**src/agm_pkg.sv**
```systemverilog
// constants for the converter gain, channel and configuration register slice
// assumes byte-wide special-function-register accesses from the core
package agm_pkg;
    // register addresses
    localparam logic [7:0] ADDR_INPUT_CHANNEL_SELECT    = 8'hbb;
    localparam logic [7:0] ADDR_CONVERTER_CONFIGURATION = 8'hbc;
    localparam logic [7:0] ADDR_RESULT_LOW              = 8'hbd;
    localparam logic [7:0] ADDR_RESULT_HIGH             = 8'hbe;
    // indirect gain register addresses
    localparam logic [7:0] GADDR_GAIN_HIGH_BYTE  = 8'h04;
    localparam logic [7:0] GADDR_GAIN_LOW_NIBBLE = 8'h07;
    localparam logic [7:0] GADDR_EXTRA_GAIN      = 8'h08;
    // reset values
    localparam logic [7:0] RST_EXTRA_GAIN         = 8'h01;
    localparam logic [7:0] RST_INPUT_CHANNEL      = 8'h1f;
    localparam logic [7:0] RST_CONFIGURATION      = 8'hf8;
    localparam logic [7:0] RST_GAIN_HIGH_BYTE     = 8'hfc;
    localparam logic [3:0] RST_GAIN_LOW_NIBBLE    = 4'h0;
    // field positions
    localparam int SAR_DIV_LSB    = 3;
    localparam int SAR_DIV_W      = 5;
    localparam int REPEAT_LSB     = 1;
    localparam int GAIN_EN_BIT    = 0;
    localparam int INPUT_SEL_W    = 5;
    localparam int GAIN_NIB_LSB   = 4;
    // first input code that connects ground
    localparam logic [4:0] GROUND_FIRST_CODE = 5'h1a;
    // extra gain of 1/64 in units of 1/4096
    localparam logic [12:0] EXTRA_GAIN_UNITS = 13'h0040;
    // burst source clock from the system clock
    localparam int CLK_MHZ        = 100;
    localparam int BURST_CONVERTER_SOURCE_CLOCK_MHZ = 25;
    localparam int BURST_DIV      = (CLK_MHZ + BURST_CONVERTER_SOURCE_CLOCK_MHZ - 1) / BURST_CONVERTER_SOURCE_CLOCK_MHZ;
    localparam logic [1:0] BURST_DIV_M1 = 2'(BURST_DIV - 1);
    typedef enum logic [1:0] {AGM_IDLE, AGM_RUN, AGM_WAIT_START} agm_seq_e;
endpackage : agm_pkg

```
**src/agm_regs.sv**
```systemverilog
// gain, channel select and configuration registers with sar clock and repeat sequencer
// assumes synchronous byte register port from the core and a per-conversion end strobe
//
// Operation
// - extra gain register at indirect 0x08, bit 0 only, resets to one
// - channel select at 0xbb, five-bit input code, 0x1a..0x1f mean ground, reset 0x1f
// - configuration at 0xbc resets 0xf8: divider, repeat count, gain programming enable
// - sar clock is source clock over divider plus one; burst source at most 25 MHz
// - with gain enable, result high is gain address, result low its write-only data
// - effective gain is gain word over 4096 plus 1/64 when extra bit set
`timescale 1ns/1ps
module agm_regs (
    input  wire logic         clk,
    input  wire logic         rstn,
    input  wire logic [7:0]   sfr_addr,
    input  wire logic         sfr_wr,
    input  wire logic         sfr_rd,
    input  wire logic [7:0]   sfr_wdata,
    output logic      [7:0]   sfr_rdata,
    input  wire logic         burst_enable,
    input  wire logic         convert_start,
    input  wire logic         conversion_end,
    output logic      [4:0]   input_select_field,
    output logic              ground_selected,
    output logic              sar_clock_tick,
    output logic              conversion_go,
    output logic              accumulate_clear,
    output logic              conversion_done_set,
    output logic      [4:0]   conversion_total,
    output logic      [11:0]  gain_word,
    output logic              extra_gain_bit,
    output logic      [12:0]  effective_gain,
    output logic              gain_program_enable
);
    import agm_pkg::*;

    logic [7:0]  chan_ff;
    logic [7:0]  cfg_ff;
    logic [7:0]  gain_addr_ff;
    logic [7:0]  gain_high_ff;
    logic [3:0]  gain_low_ff;
    logic        extra_ff;
    logic [7:0]  rdata_ff;
    logic [4:0]  total_ff;
    logic [4:0]  cnt_ff;
    logic        go_ff;
    logic        clr_ff;
    logic        done_ff;
    logic        gnd_ff;
    logic [12:0] eff_ff;
    agm_seq_e    state_ff;
    agm_seq_e    nxt_state;
    logic        burst_tick;
    logic        sar_tick;

    function automatic logic [4:0] repeat_total(input logic [1:0] code);
        unique case (code)
            2'b00: repeat_total = 5'h01;
            2'b01: repeat_total = 5'h04;
            2'b10: repeat_total = 5'h08;
            2'b11: repeat_total = 5'h10;
        endcase
    endfunction : repeat_total

    // register decode
    wire        wr_chan   = sfr_wr && (sfr_addr == ADDR_INPUT_CHANNEL_SELECT);
    wire        wr_cfg    = sfr_wr && (sfr_addr == ADDR_CONVERTER_CONFIGURATION);
    wire        gain_en   = cfg_ff[GAIN_EN_BIT];
    wire        wr_gaddr  = sfr_wr && gain_en && (sfr_addr == ADDR_RESULT_HIGH);
    wire        wr_gdata  = sfr_wr && gain_en && (sfr_addr == ADDR_RESULT_LOW);
    wire [4:0]  sar_div   = cfg_ff[SAR_DIV_LSB +: SAR_DIV_W];
    wire [1:0]  rpt_code  = cfg_ff[REPEAT_LSB +: 2];
    wire [7:0]  rd_mux    = (sfr_addr == ADDR_INPUT_CHANNEL_SELECT)    ? chan_ff :
                            (sfr_addr == ADDR_CONVERTER_CONFIGURATION) ? cfg_ff  : 8'h00;
    wire [4:0]  in_code   = chan_ff[INPUT_SEL_W-1:0];
    wire        last_conv = (cnt_ff == total_ff - 5'h01);
    wire        src_tick  = burst_enable ? burst_tick : 1'b1;
    wire [12:0] nxt_eff   = {1'b0, gain_high_ff, gain_low_ff}
                            + (extra_ff ? EXTRA_GAIN_UNITS : 13'h0000);

    always_ff @(posedge clk) begin
        if (!rstn) begin
            chan_ff <= RST_INPUT_CHANNEL;
            cfg_ff  <= RST_CONFIGURATION;
        end else begin
            if (wr_chan)
                chan_ff <= {3'b000, sfr_wdata[INPUT_SEL_W-1:0]};
            if (wr_cfg)
                cfg_ff <= sfr_wdata;
        end
    end

    always_ff @(posedge clk) begin
        if (!rstn) begin
            gain_addr_ff <= 8'h00;
            gain_high_ff <= RST_GAIN_HIGH_BYTE;
            gain_low_ff  <= RST_GAIN_LOW_NIBBLE;
            extra_ff     <= RST_EXTRA_GAIN[0];
        end else begin
            if (wr_gaddr)
                gain_addr_ff <= sfr_wdata;
            if (wr_gdata && gain_addr_ff == GADDR_GAIN_HIGH_BYTE)
                gain_high_ff <= sfr_wdata;
            if (wr_gdata && gain_addr_ff == GADDR_GAIN_LOW_NIBBLE)
                gain_low_ff <= sfr_wdata[GAIN_NIB_LSB +: 4];
            if (wr_gdata && gain_addr_ff == GADDR_EXTRA_GAIN)
                extra_ff <= sfr_wdata[0];
        end
    end

    always_ff @(posedge clk) begin
        if (!rstn) begin
            rdata_ff <= 8'h00;
            eff_ff   <= 13'h0000;
            gnd_ff   <= 1'b1;
        end else begin
            eff_ff <= nxt_eff;
            gnd_ff <= (in_code >= GROUND_FIRST_CODE);
            if (sfr_rd)
                rdata_ff <= rd_mux;
        end
    end

    // burst source clock then sar divider
    agm_tick_div #(.WIDTH(2)) u_burst_div (
        .clk      (clk),
        .rstn     (rstn),
        .tick_in  (1'b1),
        .div      (BURST_DIV_M1),
        .tick_out (burst_tick)
    );
    agm_tick_div #(.WIDTH(SAR_DIV_W)) u_sar_div (
        .clk      (clk),
        .rstn     (rstn),
        .tick_in  (src_tick),
        .div      (sar_div),
        .tick_out (sar_tick)
    );

    always_comb begin
        nxt_state = state_ff;
        unique case (state_ff)
            AGM_IDLE:       if (convert_start) nxt_state = AGM_RUN;
            AGM_RUN:        if (conversion_end)
                                nxt_state = last_conv ? AGM_IDLE :
                                            (burst_enable ? AGM_RUN : AGM_WAIT_START);
            AGM_WAIT_START: if (convert_start) nxt_state = AGM_RUN;
        endcase
    end

    wire start_first = (state_ff == AGM_IDLE) && convert_start;
    wire start_next  = (state_ff == AGM_WAIT_START) && convert_start;
    wire end_more    = (state_ff == AGM_RUN) && conversion_end && !last_conv;
    wire end_last    = (state_ff == AGM_RUN) && conversion_end && last_conv;

    // count, go pulses, flag after last
    always_ff @(posedge clk) begin
        if (!rstn) begin
            state_ff <= AGM_IDLE;
            total_ff <= 5'h01;
            cnt_ff   <= 5'h00;
            go_ff    <= 1'b0;
            clr_ff   <= 1'b0;
            done_ff  <= 1'b0;
        end else begin
            state_ff <= nxt_state;
            go_ff    <= start_first || start_next || (end_more && burst_enable);
            clr_ff   <= start_first;
            done_ff  <= end_last;
            if (start_first) begin
                total_ff <= repeat_total(rpt_code);
                cnt_ff   <= 5'h00;
            end else if (end_more) begin
                cnt_ff <= cnt_ff + 5'h01;
            end
        end
    end

    assign sfr_rdata           = rdata_ff;
    assign input_select_field  = chan_ff[INPUT_SEL_W-1:0];
    assign ground_selected     = gnd_ff;
    assign sar_clock_tick      = sar_tick;
    assign conversion_go       = go_ff;
    assign accumulate_clear    = clr_ff;
    assign conversion_done_set = done_ff;
    assign conversion_total    = total_ff;
    assign gain_word           = {gain_high_ff, gain_low_ff};
    assign extra_gain_bit      = extra_ff;
    assign effective_gain      = eff_ff;
    assign gain_program_enable = cfg_ff[GAIN_EN_BIT];
endmodule : agm_regs

```
**src/agm_tick_div.sv**
```systemverilog
// enable divider: one output pulse per (div + 1) input pulses
// assumes tick_in is a one-cycle enable on clk
`timescale 1ns/1ps
module agm_tick_div #(
    parameter int WIDTH = 5
) (
    input  wire logic             clk,
    input  wire logic             rstn,
    input  wire logic             tick_in,
    input  wire logic [WIDTH-1:0] div,
    output logic                  tick_out
);
    logic [WIDTH-1:0] cnt_ff;
    wire              wrap = tick_in && (cnt_ff >= div);

    always_ff @(posedge clk) begin
        if (!rstn) begin
            cnt_ff   <= '0;
            tick_out <= 1'b0;
        end else begin
            tick_out <= wrap;
            if (wrap)
                cnt_ff <= '0;
            else if (tick_in)
                cnt_ff <= cnt_ff + 1'b1;
        end
    end
endmodule : agm_tick_div

```
**config.mk**
```make
export PLATFORM = sky130hd
export DESIGN_NAME = agm_regs
export DESIGN_NICKNAME = d
export VERILOG_FILES = /design/src/agm_pkg.sv /design/src/agm_regs.sv /design/src/agm_tick_div.sv
export SDC_FILE = /design/constraint.sdc
export NUM_CORES = 1
export LEC_CHECK = 0
export BUFFER_PORTS_ARGS = -buffer_cell sky130_fd_sc_hd__buf_4
export CAP_MARGIN = 15
export CORE_ASPECT_RATIO = 1.5
export CORE_MARGIN = 1.5
export CORE_UTILIZATION = 35
export DETAILED_ROUTE_END_ITERATION = 8
export HOLD_SLACK_MARGIN = 0.06
export REMOVE_ABC_BUFFERS = 1
export SYNTH_ARGS = -nofsm -noshare
export SYNTH_HDL_FRONTEND = slang
export SYNTH_SLANG_ARGS = --single-unit
export TNS_END_PERCENT = 1
```
**constraint.sdc**
```tcl
create_clock -name clk -period 2.2 [get_ports clk]
set_input_delay 0.22 -clock clk [delete_from_list [all_inputs] [get_ports clk]]
set_output_delay 0.22 -clock clk [all_outputs]
set_load 0.01 [all_outputs]
```
Word level (Yosys, flattened, before mapping)
Index checks and enable logic that the tools add are counted.
{"block": "word_totals", "regBits": 80, "input_bits": 23, "out_inout_bits": 50, "elab_cells": 78}
{"block": "classes", "addsub": 5, "magnitude_cmp": 3, "eq_ne": 15, "mux": 10, "bitwise": 1, "n_reduce_logical": 25}
{"cell": "$eq 8x8->1 const B", "count": 4}
{"cell": "$pmux 5 s4", "count": 1}
{"cell": "$eq 8x3->1 const B", "count": 2}
{"cell": "$mux 8", "count": 2}
{"cell": "$logic_and 1x1->1", "count": 15}
{"cell": "$add 12x7->13", "count": 1}
{"cell": "$add 5x1->5 const B", "count": 2}
{"cell": "$eq 8x4->1 const B", "count": 1}
{"cell": "$mux 2", "count": 4}
{"cell": "$reduce_or 2->1", "count": 4}
{"cell": "$mux 7", "count": 1}
{"cell": "$eq 2x2->1 const B", "count": 3}
{"cell": "$eq 5x5->1", "count": 1}
{"cell": "$ge 5x5->1", "count": 1}
{"cell": "$ge 5x5->1 const B", "count": 1}
{"cell": "$sub 5x1->5 const B", "count": 1}
{"cell": "$eq 2x1->1 const B", "count": 2}
{"cell": "$logic_not 2->1", "count": 2}
{"cell": "$pmux 2 s2", "count": 1}
{"cell": "$add 2x1->2 const B", "count": 1}
{"cell": "$ge 2x2->1 const B", "count": 1}
{"cell": "$logic_or 1x1->1", "count": 2}
{"cell": "$ne 2x1->1 const B", "count": 1}
{"cell": "$ne 2x2->1 const B", "count": 1}
{"cell": "other kinds (4)", "count": 4}

Logic depth before layout (Yosys ltp)
{"block": "logic_depth", "ltp_word": 6, "ltp_mapped": 7, "depth_no_buf": 7}

Cells and area by module
From an unflattened synthesis, not the netlist that was laid out.
{"block": "unflattened", "hier_cells": 360, "hier_area_um2": 3444.6}
{"module": "agm_regs", "n_inst": 1, "cells_each": 300, "area_each_um2": 2887.8, "seq_area_each_um2": 1401.3}
{"module": "agm_tick_div (u_sar_div)", "n_inst": 1, "cells_each": 43, "area_each_um2": 395.4, "seq_area_each_um2": 120.1}
{"module": "agm_tick_div (u_burst_div)", "n_inst": 1, "cells_each": 17, "area_each_um2": 161.4, "seq_area_each_um2": 60.1}

Least setup slack after synthesis
No wires, ideal clock.
{"block": "synth_timing", "kind": "register to register", "startpoint": "register total_ff[0] (netlist: conversion_total[0])", "endpoint": "register cnt_ff[4]", "setup_time_ns": 0.072, "arrival_time_ns": 1.638, "t_required_ns": 2.128, "path_slack_ns": 0.490, "stages_incl_launch_ff": 8, "n_path_buf": 0, "synth_period_minus_slack_ns": 1.710, "cell_sequence": "dfxtp_1 > inv_1 > ha_1 > xor2_1 > nand4_1 > o21ai_1 > or3_1 > a21oi_1"}
{"block": "synth_via", "elab_chain_cells": 4}
{"element": "start, declared", "line_no": "agm_regs.sv:44", "source": "logic [4:0] total_ff;"}
{"element": "start signal, assigned", "line_no": "agm_regs.sv:171", "source": "total_ff <= repeat_total(rpt_code);"}
{"element": "$sub 5x1->5", "line_no": "agm_regs.sv:76", "source": "wire last_conv = (cnt_ff == total_ff - 5'h01);"}
{"element": "$eq 5x5->1", "line_no": "agm_regs.sv:76"}
{"element": "$logic_not 1->1", "line_no": "agm_regs.sv:153", "source": "wire end_more = (state_ff == AGM_RUN) && conversion_end && !last_conv;"}
{"element": "$logic_and 1x1->1", "line_no": "agm_regs.sv:153"}
{"element": "end signal, assigned", "line_no": "agm_regs.sv:174", "source": "cnt_ff <= cnt_ff + 5'h01;"}
{"element": "end, declared", "line_no": "agm_regs.sv:45", "source": "logic [4:0] cnt_ff;"}
Every way passes these cells.
A chain may end at the register's enable or synchronous reset.

Worst setup path after layout
Same ends and word-level chain as after synthesis.

==> results.sh <==
export IMPL_status="finished, final reports clean"
export IMPL_core_area_sq_um=9250
export IMPL_die_h_um=122
export IMPL_utilization=0.459
export IMPL_antenna_found_initial=0
export IMPL_die_w_um=82.5
export IMPL_cap_viol_max_count=0
export IMPL_post_cts_buffers=0
export IMPL_port_buffer_count=71
export IMPL_detail_route_antenna_nets=0
export IMPL_drt_initial_drc_count=76
export IMPL_timing_final_crit_share=0.867
export IMPL_synthCells=342
export IMPL_fin_area_sq_um=4240
export IMPL_grt_pass1_vias=2515
export IMPL_cts_root_buffer="clkbuf_16"
export IMPL_cp_start_kind="register"
export IMPL_synth_avg_cell_area_sq_um=9.71
export IMPL_syn_to_final_growth_pct=27.8
export IMPL_rsz0062_at_grt="no"
export IMPL_gp_congestion=0.776
export IMPL_path_class="reg2reg"
export IMPL_htree_levels=3
export IMPL_min_path_type="in2reg"
export IMPL_grtUsageTotal=0.152
export IMPL_placed_cells=511
export IMPL_num_nets_final=444
export IMPL_die_area_sq_um=10100
export IMPL_clock_skew_ns=0.00603
export IMPL_grt_max_degree=57
export IMPL_syn_area_sq_um=3320
export IMPL_ys_seq_area_frac=0.476
export IMPL_setup_violations=0
export IMPL_finalHoldViolations=0
export IMPL_ir_drop_v=0.000370
export IMPL_worstMarginPinSlew_ns=0.701
export IMPL_fin_total_pwr_mw=3.20
export IMPL_initial_core_util=0.359
export IMPL_worst_slack_ns=0.293
export IMPL_stdcell_count=527
export IMPL_via_per_inst=4.83
export IMPL_critPathMaxFanout=8
export IMPL_p_leak_nw=2.00
export IMPL_arrival_ns=2.17
export IMPL_layout_drive_gt1_share=0.224
export IMPL_cts_buffers=9
export IMPL_ios=73
export IMPL_wl_per_cell_um=13.6
export IMPL_path_cells="inv_1, ha_1, xor2_1, nand4_1, o21ai_1, o21ai_0, a21oi_1"
export IMPL_yosysWarnings=0
export IMPL_fmax_ghz=0.524
export IMPL_drt_total_wl_um=7140
export IMPL_endpoint_kind="register"
export IMPL_cts_sinks=79
export IMPL_period_minus_slack_ns=1.91
export IMPL_worstPathRequired_ns=2.46
export IMPL_clk_path_buf_depth=2
export IMPL_place_ws_ns=0.307
export IMPL_path_clk_slew_ns=0.06
export IMPL_slew_headroom=0.528
export IMPL_cts_tree="done"
export IMPL_cts_resized=0
export IMPL_drtPass1Iterations=4
export IMPL_setup_tns_ns=0
export IMPL_hpwl_um=5220
export IMPL_whs_ns=0.137
export IMPL_via_count=2544
export IMPL_diodes=0
export IMPL_hold_buffers=0
export IMPL_cp_slowest_stage_delay_ns=0.45
export IMPL_grt_pass1_wl_um=11600
export IMPL_drc=0
export IMPL_n_fill_cell=927
export IMPL_overflow=0
export IMPL_ys_seq_elements=79
export IMPL_core_rowCount=43
export IMPL_placed_cell_area_sq_um=3920
export IMPL_synth_distinct_cells=41
export IMPL_insertion_delay_ns=0.33
export IMPL_p_per_area_nw_per_um2=753
export IMPL_drv_slew=0
export IMPL_critPathSlowestCell="o21ai_1"
## critical path: cells and delay by family (launching register included)
kind	cells	cell delay, ns
fa+ha+maj	1	0.31
simple gates	1	0.16
buf+inv	1	0.08
compound gates	3	0.77
xor+xnor	1	0.14
flops	1	0.39
## cell usage after synthesis (all sizes together)
cell,n,area [sq um]
or4,1,11.3
a21o,3,22.5
dfxtp,79,1580
ha,11,138
nand2b,8,50.1
conb,1,3.75
nor3b,5,37.5
clkbuf,9,33.8
o21a,3,22.5
and3b,2,17.5
xnor2,8,70.1
buf,7,52.6
mux2i,33,330
a32o,1,10.0
a41oi,1,8.76
o22ai,6,37.5
a22oi,5,37.5
o21ai,12,60.1
nor3,2,10.0
nor4,2,27.5
nor4b,1,8.76
o211ai,2,15.0
inv,19,71.3
nand2,41,154
nor2b,15,93.8
and4b,3,31.3
xor2,4,35.0
o31a,1,8.76
nand4,5,31.3
nor2,6,22.5
nand3,14,70.1
a21boi,4,30.0
or3,3,18.8
and3,2,13.8
a21oi,5,25.0
and2,17,106
xnor3,1,22.5
## placed cells by master, fill, tap and decap left out, types with 2 or more instances in the layout
master and instances:
mux2i_1 33, a22oi_1 5, buf_4 73, o211ai_1 2
a21o_1 3, nand2b_1 8, clkbuf_16 9, or3_1 3
nand4_1 5, inv_1 19, xnor2_1 8, clkinv_4 2
o22ai_1 6, nor3_1 2, clkinv_2 2, nor2_1 6
ha_1 11, and2_1 17, a21oi_1 5, o21a_1 3
nor3b_1 5, nor2b_1 15, bufinv_16 2, and4b_1 2
and3b_1 2, dfxtp_1 79, nand3_1 14, nand2_1 41
o21ai_0 11, xor2_1 4, a21boi_0 4
## path summary, 6_finish.rpt
| kind | startpoint | endpoint | slack (ns) | depth (start not counted) |
|---|---|---|---|---|
| setup / recovery | conversion_total[0]$_SDFFE_PN1P_ | cnt_ff[4]$_SDFFE_PP0P_ | 0.29 | 7 |
| hold / removal | sfr_wdata[6] | cfg_ff[6]$_SDFFE_PN1P_ | 0.14 | 3 |
| hold reg to reg | u_burst_div.cnt_ff[0]$_SDFF_PP0_ | u_burst_div.cnt_ff[0]$_SDFF_PP0_ | 0.43 | 1 |
| setup reg to reg | conversion_total[0]$_SDFFE_PN1P_ | cnt_ff[4]$_SDFFE_PP0P_ | 0.29 | 7 |
## registers in the layout, indices dropped and copies added, names as in the netlist, 2 cells and up
name	flops
cnt_ff	5
gain_addr_ff	8
gain_low_ff	4
cfg_ff	8
state_ff	2
gain_high_ff	8
u_burst_div.cnt_ff	2
chan_ff	5
sfr_rdata	8
conversion_total	4
u_sar_div.cnt_ff	5
effective_gain	13
## report_power, final
part	internal [mW]	switching, mW
clock network	0.997	0.597
registers	1.45	0.0100
logic	0.0696	0.0754
## cells by family (layout without fill, tap and decap cells)
logic type,after synthesis,count (layout),share of synthesized area
AND/OR/NAND/NOR,127,127,0.212
flip-flops,79,79,0.476
AO/OA/AOI/OAI,43,43,0.0836
buffers and inverters,35,108,0.0475
multiplexers,33,33,0.0995
XOR/XNOR,13,13,0.0384
adder cells (fa/ha/maj),11,11,0.0414
other,1,1,0.00113
## area by class of cell
cell class	count	area, sq um	share of cell area
clock buffers	9	225	0.0531
clock inverters	7	96.3	0.0227
inverters	19	71.3	0.0168
multi-input cells	228	1580	0.373
flip-flops and latches	79	1580	0.373
well taps	112	140	0.0330
repair buffers	73	548	0.129
## layer usage
layer	GRT usage	vias up	wire length, um
met5	0	-	0
li1	-	1305	-
met3	0.0476	8	375
met2	0.266	53	3680
met4	0.0625	0	105
met1	0.165	1178	2980
No activity file was read; power rests on OpenSTA's default activity.
